===== src/include/eba_cfg.svh =====
// Notes on behaviour
// [RULE1] high address register bit 0 is the ninth address bit
// [RULE2] a write programs the data register byte at the addressed location
// [RULE3] after a read the data register holds the addressed byte
// [RULE4] ready interrupt stands while enabled, globally enabled and no write runs
// [RULE5] write starts only when strobe is set while master enable is one
// [RULE6] strobe with master enable zero starts nothing
// [RULE7] master enable clears itself four cycles after software sets it
// [RULE8] software: wait idle, wait flash, load, enable, strobe within four
// [RULE9] no programming while flash self-programming is busy
// [RULE10] software keeps interrupts off during the write sequence
// [RULE11] hardware clears the write strobe when the write time has elapsed
// [RULE12] setting the write strobe stalls the processor two cycles
// [RULE13] read strobe fetches the byte at once; strobe reads back zero
// [RULE14] a read stalls the processor four cycles
// [RULE15] during a write, no read and no address change
// [RULE16] software polls write strobe zero before reading
// [RULE17] a write lasts 8448 cycles of the 1 MHz timing clock
// [RULE18] 512 bytes addressed linearly 0 to 511
// [RULE19] write completion passes a synchroniser before clearing the strobe
`ifndef EBA_CFG_SVH
`define EBA_CFG_SVH

// ****************************************
// register offsets in i/o space
// ****************************************
`define EBA_OFS_CONTROL 6'h1c
`define EBA_OFS_DATA 6'h1d
`define EBA_OFS_ADDR_LOW 6'h1e
`define EBA_OFS_ADDR_HIGH 6'h1f

// ****************************************
// control register fields and resets
// ****************************************
`define EBA_BIT_READ_STROBE 0
`define EBA_BIT_WRITE_STROBE 1
`define EBA_BIT_MASTER_WE 2
`define EBA_BIT_READY_IRQ_EN 3
`define EBA_BIT_ADDR_MSB 0
`define EBA_RESET_BYTE 8'h00
`define EBA_RESET_ADDR 9'h000

// ****************************************
// timing
// ****************************************
`define EBA_CLK_PERIOD_NS 10
`define EBA_OSC_PERIOD_NS 1000
`define EBA_OSC_DIV (`EBA_OSC_PERIOD_NS / `EBA_CLK_PERIOD_NS)
`define EBA_WRITE_OSC_CYCLES 8448
`define EBA_WRITE_TIME_US_TYP 8500
`define EBA_MWE_WINDOW 3'h4
`define EBA_STALL_READ 3'h4
`define EBA_STALL_WRITE 3'h2

`endif


===== src/include/eba_pkg.sv =====
package eba_pkg;

  typedef struct packed {
    logic [5:0] addr;
    logic we;
    logic re;
    logic [7:0] wdata;
  } eba_io_req_t;

  typedef enum logic [1:0] {
    EBA_W_IDLE = 2'b00,
    EBA_W_PROG = 2'b01,
    EBA_W_SYNC = 2'b10
  } eba_wstate_t;

endpackage


===== src/rtl/eba_sync.sv =====
`timescale 1ns/100ps

// two-flop synchroniser; first stage feeds only the second
module eba_sync (
  input wire logic clk,
  input wire logic rstn,
  input wire logic d,
  output logic q
);

  logic meta;

  always_ff @(posedge clk or negedge rstn)
  begin
    if (!rstn)
    begin
      meta <= 1'b0;
      q <= 1'b0;
    end
    else
    begin
      meta <= d;
      q <= meta;
    end
  end

endmodule // eba_sync


===== src/rtl/eba_array.sv =====
`timescale 1ns/100ps

// 512 byte cell array: clocked write, immediate read
module eba_array (
  input wire logic clk,
  input wire logic wr_en,
  input wire logic [8:0] wr_addr,
  input wire logic [7:0] wr_data,
  input wire logic [8:0] rd_addr,
  output logic [7:0] rd_data
);

  logic [7:0] cells [0:511];

  // cells hold no reset, like the real nonvolatile store
  always_ff @(posedge clk)
  begin
    if (wr_en)
      cells[wr_addr] <= wr_data;
  end

  assign rd_data = cells[rd_addr];

endmodule // eba_array


===== src/rtl/eba_ctrl.sv =====
`timescale 1ns/100ps
`include "eba_cfg.svh"

module eba_ctrl #(
  parameter int unsigned WRITE_OSC_CYCLES = `EBA_WRITE_OSC_CYCLES,
  parameter int unsigned OSC_DIV = `EBA_OSC_DIV
) (
  input wire logic clk,
  input wire logic rstn,
  input wire eba_pkg::eba_io_req_t io_req,
  input wire logic global_irq_en,
  input wire logic flash_selfprog_busy,
  output logic [7:0] io_rdata,
  output logic cpu_stall,
  output logic ready_irq
);

  // ****************************************
  // register decode
  // ****************************************
  logic ready_irq_enable;
  logic master_write_enable;
  logic [2:0] mwe_cnt;
  logic [7:0] nvm_data_reg;
  logic [8:0] nvm_addr_reg;
  logic [8:0] prog_addr;
  logic [7:0] prog_data;
  logic [2:0] stall_cnt;
  logic [6:0] osc_div_cnt;
  logic [13:0] osc_cnt;
  logic done_tgl;
  logic done_sync;
  logic done_prev;
  eba_pkg::eba_wstate_t wstate;
  eba_pkg::eba_wstate_t next_wstate;

  wire wr_access = io_req.we;
  wire ctrl_wr = wr_access && (io_req.addr == `EBA_OFS_CONTROL);
  wire data_wr = wr_access && (io_req.addr == `EBA_OFS_DATA);
  wire addr_lo_wr = wr_access && (io_req.addr == `EBA_OFS_ADDR_LOW);
  wire addr_hi_wr = wr_access && (io_req.addr == `EBA_OFS_ADDR_HIGH);
  wire write_strobe = (wstate != eba_pkg::EBA_W_IDLE);
  wire mwe_set = ctrl_wr && io_req.wdata[`EBA_BIT_MASTER_WE];
  wire ws_req = ctrl_wr && io_req.wdata[`EBA_BIT_WRITE_STROBE];
  wire rs_req = ctrl_wr && io_req.wdata[`EBA_BIT_READ_STROBE];
  // flash self-programming blocks a new write outright
  wire wr_go = ws_req && master_write_enable && !write_strobe //RULE5 RULE6
    && !flash_selfprog_busy; //RULE9
  wire rd_go = rs_req && !write_strobe && !wr_go; //RULE15
  wire addr_lock = write_strobe; //RULE15
  wire osc_tick = (osc_div_cnt == 7'(OSC_DIV - 1));
  wire prog_done = osc_tick && (osc_cnt == 14'(WRITE_OSC_CYCLES - 1));
  wire done_evt = done_sync ^ done_prev;
  wire [7:0] cell_rd;

  // ****************************************
  // read mux
  // ****************************************
  wire [7:0] ctrl_view = {4'h0, ready_irq_enable, master_write_enable,
    write_strobe, 1'b0}; //RULE13
  wire [7:0] addr_hi_view = {7'h00, nvm_addr_reg[8]}; //RULE1
  wire [7:0] next_rdata =
    (io_req.addr == `EBA_OFS_CONTROL) ? ctrl_view :
    (io_req.addr == `EBA_OFS_DATA) ? nvm_data_reg :
    (io_req.addr == `EBA_OFS_ADDR_LOW) ? nvm_addr_reg[7:0] :
    (io_req.addr == `EBA_OFS_ADDR_HIGH) ? addr_hi_view : 8'h00;

  wire [2:0] next_stall_cnt = wr_go ? `EBA_STALL_WRITE : //RULE12
    rd_go ? `EBA_STALL_READ : //RULE14
    (stall_cnt != 3'h0) ? stall_cnt - 3'h1 : 3'h0;
  wire next_irq = ready_irq_enable && global_irq_en && !write_strobe; //RULE4

  // ****************************************
  // cell array and completion crossing
  // ****************************************
  eba_array u_array (
    .clk(clk),
    .wr_en(done_evt && wstate == eba_pkg::EBA_W_SYNC), //RULE2
    .wr_addr(prog_addr),
    .wr_data(prog_data),
    .rd_addr(nvm_addr_reg), //RULE18
    .rd_data(cell_rd)
  );

  // completion is a toggle so a stale level can never end the next write
  eba_sync u_done_sync (
    .clk(clk),
    .rstn(rstn),
    .d(done_tgl),
    .q(done_sync) //RULE19
  );

  // ****************************************
  // write sequencer
  // ****************************************
  always_comb
  begin
    next_wstate = wstate;
    case (wstate)
      eba_pkg::EBA_W_IDLE:
        if (wr_go)
          next_wstate = eba_pkg::EBA_W_PROG;
      eba_pkg::EBA_W_PROG:
        if (prog_done)
          next_wstate = eba_pkg::EBA_W_SYNC;
      eba_pkg::EBA_W_SYNC:
        if (done_evt)
          next_wstate = eba_pkg::EBA_W_IDLE; //RULE11
      default:
        next_wstate = eba_pkg::EBA_W_IDLE;
    endcase
  end

  always_ff @(posedge clk or negedge rstn)
  begin
    if (!rstn)
      wstate <= eba_pkg::EBA_W_IDLE;
    else
      wstate <= next_wstate;
  end

  // 1 MHz timing enable: free-running divider of the cpu clock
  always_ff @(posedge clk or negedge rstn)
  begin
    if (!rstn)
      osc_div_cnt <= 7'h00;
    else
      osc_div_cnt <= osc_tick ? 7'h00 : osc_div_cnt + 7'h01;
  end

  always_ff @(posedge clk or negedge rstn)
  begin
    if (!rstn)
    begin
      osc_cnt <= 14'h0000;
      done_tgl <= 1'b0;
    end
    else if (wstate != eba_pkg::EBA_W_PROG)
      osc_cnt <= 14'h0000;
    else if (osc_tick)
    begin
      osc_cnt <= osc_cnt + 14'h0001; //RULE17
      if (prog_done)
        done_tgl <= !done_tgl; //RULE19
    end
  end

  always_ff @(posedge clk or negedge rstn)
  begin
    if (!rstn)
      done_prev <= 1'b0;
    else
      done_prev <= done_sync;
  end

  // byte and address are latched so later register writes cannot corrupt it
  always_ff @(posedge clk or negedge rstn)
  begin
    if (!rstn)
    begin
      prog_addr <= `EBA_RESET_ADDR;
      prog_data <= `EBA_RESET_BYTE;
    end
    else if (wr_go)
    begin
      prog_addr <= nvm_addr_reg; //RULE2
      prog_data <= nvm_data_reg; //RULE2
    end
  end

  // ****************************************
  // registers
  // ****************************************
  always_ff @(posedge clk or negedge rstn)
  begin
    if (!rstn)
    begin
      ready_irq_enable <= 1'b0;
      master_write_enable <= 1'b0;
      mwe_cnt <= 3'h0;
    end
    else if (ctrl_wr)
    begin
      ready_irq_enable <= io_req.wdata[`EBA_BIT_READY_IRQ_EN];
      master_write_enable <= mwe_set;
      mwe_cnt <= mwe_set ? `EBA_MWE_WINDOW : 3'h0;
    end
    else if (mwe_cnt != 3'h0)
    begin
      mwe_cnt <= mwe_cnt - 3'h1;
      if (mwe_cnt == 3'h1)
        master_write_enable <= 1'b0; //RULE7
    end
  end

  // address power-up is undefined; zero is chosen for determinism
  always_ff @(posedge clk or negedge rstn)
  begin
    if (!rstn)
      nvm_addr_reg <= `EBA_RESET_ADDR;
    else if (addr_lo_wr && !addr_lock)
      nvm_addr_reg[7:0] <= io_req.wdata;
    else if (addr_hi_wr && !addr_lock)
      nvm_addr_reg[8] <= io_req.wdata[`EBA_BIT_ADDR_MSB]; //RULE1
  end

  always_ff @(posedge clk or negedge rstn)
  begin
    if (!rstn)
      nvm_data_reg <= `EBA_RESET_BYTE;
    else if (rd_go)
      nvm_data_reg <= cell_rd; //RULE3 RULE13
    else if (data_wr)
      nvm_data_reg <= io_req.wdata;
  end

  // ****************************************
  // outputs
  // ****************************************
  always_ff @(posedge clk or negedge rstn)
  begin
    if (!rstn)
    begin
      io_rdata <= 8'h00;
      stall_cnt <= 3'h0;
      cpu_stall <= 1'b0;
      ready_irq <= 1'b0;
    end
    else
    begin
      if (io_req.re)
        io_rdata <= next_rdata;
      stall_cnt <= next_stall_cnt;
      cpu_stall <= (next_stall_cnt != 3'h0);
      ready_irq <= next_irq;
    end
  end
endmodule // eba_ctrl


===== config.mk =====
export PLATFORM = sky130hd
export DESIGN_NAME = eba_ctrl
export DESIGN_NICKNAME = d
export VERILOG_FILES = /design/src/include/eba_pkg.sv /design/src/rtl/eba_sync.sv /design/src/rtl/eba_array.sv /design/src/rtl/eba_ctrl.sv
export VERILOG_INCLUDE_DIRS = /design/src /design/src/include
export SDC_FILE = /design/constraint.sdc
export NUM_CORES = 2
export LEC_CHECK = 0
export BUFFER_PORTS_ARGS = -buffer_cell sky130_fd_sc_hd__buf_4
export CAP_MARGIN = 20
export CORE_AREA = 2 2 725 655
export CTS_BUF_LIST = sky130_fd_sc_hd__clkbuf_8
export CTS_CLUSTER_DIAMETER = 40
export DETAILED_ROUTE_END_ITERATION = 8
export DIE_AREA = 0 0 727 657
export PLACE_DENSITY = 0.45
export SYNTH_ARGS = -nofsm -noshare
export SYNTH_HDL_FRONTEND = slang
export SYNTH_SLANG_ARGS = --single-unit

===== constraint.sdc =====
create_clock -name clk -period 9.2 [get_ports clk]
set_input_delay 0.46 -clock clk [delete_from_list [all_inputs] [get_ports clk]]
set_output_delay 0.46 -clock clk [all_outputs]
set_load 0.02 [all_outputs]

==> flow_summary.json <==
{
  "cap_violations": 0,
  "cts_tree": "done",
  "ant_nets": 0,
  "die_h_um": 657,
  "p_leak_nw": 44.9,
  "p_per_area_nw_per_um2": 197,
  "worst_pin_slew_ns": 1.79,
  "avgViaCountPerCell": 5.51,
  "first_pass_iters": 6,
  "fin_crit_sh_pct": 60.3,
  "drive_gt1_share_pct": 21.5,
  "grt_overflow": 0,
  "outcome": "finished, violations left",
  "worstPathMaxFanout": 32,
  "port_buffers": 29,
  "grt_max_degree": 225,
  "period_needed_ns": 5.55,
  "yosys_register_bits": 4175,
  "synth_cell_types": 82,
  "setup_viol": 0,
  "cts_buffer_depth": 4,
  "dr.first_iter.drc_count": 9481,
  "cts-htree-levels": 6,
  "rsz0062_at_grt": "no",
  "yosys.area_share.simple_pct": 2.90,
  "antenna_found_initial": 52,
  "die-area_um2": 478000,
  "synthesis.area_um2": 164000,
  "cp-start-kind": "flop",
  "syn2layout_area_growth_pct": 12.0,
  "synth-edff-count": 4096,
  "routed_wl_um": 521000,
  "grt_pass1_vias": 85900,
  "fmax_mhz": 180,
  "initial_utilization_pct": 34.9,
  "routedWlPerCell_um": 33.9,
  "reg_top3": "u_array.cells x4096, osc_cnt x14",
  "grt_pass1_wl_um": 715000,
  "slew_headroom_pct": -19.3,
  "path_clk_slew_ns": 0.06,
  "fp.dieW_um": 727,
  "cts_buffers": 699,
  "worst_setup_path_end_kind": "flop",
  "worstPathRequired_ns": 10.35,
  "ios": 30,
  "grt_usage_pct": 21.3,
  "dp_hpwl_um": 308000,
  "clkLatencyLatePin_ns": 1.28,
  "fill_cells": 42400,
  "max_flop_register": "u_array.cells",
  "fin_nets": 8551,
  "violations": "max-slew violations",
  "synthAdderAreaFrac_pct": 0.0534,
  "fin_setup_tns_ns": 0,
  "critPathArrivalTime_ns": 6.71,
  "final_cells": 15400,
  "synth_xor_area_share_pct": 0.0961,
  "final_hold_viol_count": 0,
  "gp_congestion": 0.801,
  "seq_area_frac_synth_pct": 76.2,
  "root_buffer": "clkbuf_8",
  "ys_async_sr_fraction_pct": 1.89,
  "dp_cells": 14100,
  "regArea_um2": 125000,
  "synth_compound_area_share_pct": 3.54,
  "skew_ns": 0.0664,
  "multi_input_area_um2": 35500,
  "synth_top_family_by_area": "multiplexers",
  "yosysWarnings": 0,
  "cts_sinks": 4175,
  "row_count": 239,
  "ir_worst_vdd_mv": 0.158,
  "syn_area_per_cell_um2": 20.3,
  "critPathKind": "reg2reg",
  "post_cts_buffers": 0,
  "netlist_instances": 8075,
  "synth_nets": 8102,
  "num_vias": 84600,
  "synthMuxAreaShare_pct": 14.9,
  "min_path_type": "in2reg",
  "final_max_slew_viol_count": 110,
  "largest_reg_flops": 4096,
  "ys.flop_type": "edfxtp_1",
  "fp.coreArea_um2": 470000,
  "route.detailed.drc": 0
}
[final timing paths]
path,slack [ns],startpoint,end,cells after the start
setup / recovery,3.65,nvm_addr_reg[1],nvm_data_reg[0],10
hold / removal,0.10,io_req[6],nvm_addr_reg[6],3
setup reg to reg,3.65,nvm_addr_reg[1],nvm_data_reg[0],10
hold reg to reg,0.36,u_done_sync.meta,u_done_sync.q,0
max in group asynchronous,7.91,rstn,nvm_addr_reg[0],4
min in group asynchronous,0.41,rstn,osc_cnt[13],4
[metal layers]
metal	track usage (%)	part of all wire, %	up-vias
li1	-	-	34500
met2	33.8	47	3249
met3	3.19	6.3	757
met5	0	0.0054	-
met1	30.4	44	46000
met4	6.73	3.3	4
[metrics by stage]
step | hold slack [ns] | setup slack, ns | power [mW] | util (%) | area [µm²]
floorplan | 0.164 | 1.73 | 21.0 | - | 164000
global placement | 0.342 | 3.40 | 21.1 | 36.3 | 170000
detailed placement | 0.350 | 3.73 | 21.1 | 36.3 | 170000
CTS | 0.00178 | 3.68 | 36.5 | 39.1 | 184000
global route | 0.0730 | 3.48 | 37.2 | 39.1 | 184000
finish | 0.100 | 3.65 | 36.1 | 39.1 | 184000
[area by class of cell]
class,instances,area share (%)
diodes,6,0.00817
clock buffers,713,5.34
clock inverters,545,1.59
inverters,20,0.0497
multi-input cells,3368,19.3
flip-flops and latches,4175,68.0
well taps,6266,4.27
repair buffers,260,1.39
[layout by cell type, fill, tap and decap left out, types with 84 or more instances in the layout]
cell type,n
mux2i_1,566
o22ai_1,146
mux4_2,772
o221ai_1,196
buf_4,184
inv_1,266
a21oi_1,166
nor2_1,616
o21ai_0,84
nand2_1,203
clkinv_1,149
edfxtp_1,4096
nor3_1,90
clkbuf_8,713
[where the power goes]
| group | total (mW) | internal (mW) | switching, mW |
|---|---|---|---|
| Clock | 15.4 | 7.65 | 7.77 |
| Sequential | 20.6 | 20.6 | 0.0178 |
| Combinational | 0.0949 | 0.0378 | 0.0571 |
| Total | 36.1 | 28.3 | 7.85 |
[synth_stat cells, drive strengths merged, types with 8 or more instances]
cell type	instances	area share [%]
o31ai	11	0.050
and3	22	0.084
nor3	91	0.28
nor2	621	1.4
xor2	11	0.059
dfrtp	79	1.2
a22o	20	0.11
o21ai	99	0.30
o22ai	147	0.56
nor2b	17	0.065
inv	20	0.046
nor4	15	0.057
o211ai	11	0.050
edfxtp	4096	75
a221oi	18	0.10
buf	277	1.8
nand3	42	0.13
mux2	14	0.096
a31oi	28	0.11
o221ai	201	1.1
a21oi	166	0.51
nor3b	8	0.037
clkbuf	234	0.55
mux2i	566	3.5
a22oi	49	0.22
mux4	817	11
a2111oi	12	0.068
and2	12	0.046
nand2	216	0.49
a211oi	19	0.093
nand4	23	0.088
nand2b	15	0.057
[worst max-delay path, cell delays in order, from the launching register on]
cell and delay (ns):
dfrtp_4 0.76, buf_4 0.58, nand2b_4 0.58, buf_4 0.64, buf_4 0.54, o22ai_1 0.17
a2111oi_0 0.50, nor4_1 0.13, a31oi_1 0.76, nor4_1 0.27, a41o_1 0.29
[kinds of logic after synthesis]
| group | after synthesis |
|---|---|
| compound gates | 832 |
| xor+xnor | 18 |
| fa+ha+maj | 7 |
| buf+inv | 532 |
| flops | 4175 |
| mux | 1397 |
| simple gates | 1114 |
[what timing repair did]
| action | 4_1_cts | 5_1_grt |
|---|---|---|
| endpoints found under the setup margin | 0 | 0 |
| hold buffers | 31 | 0 |
| hold endpoints to repair | 130 | 0 |
| gates resized for setup | 0 | 0 |
Note: power is estimated with default switching activity, not from simulation.
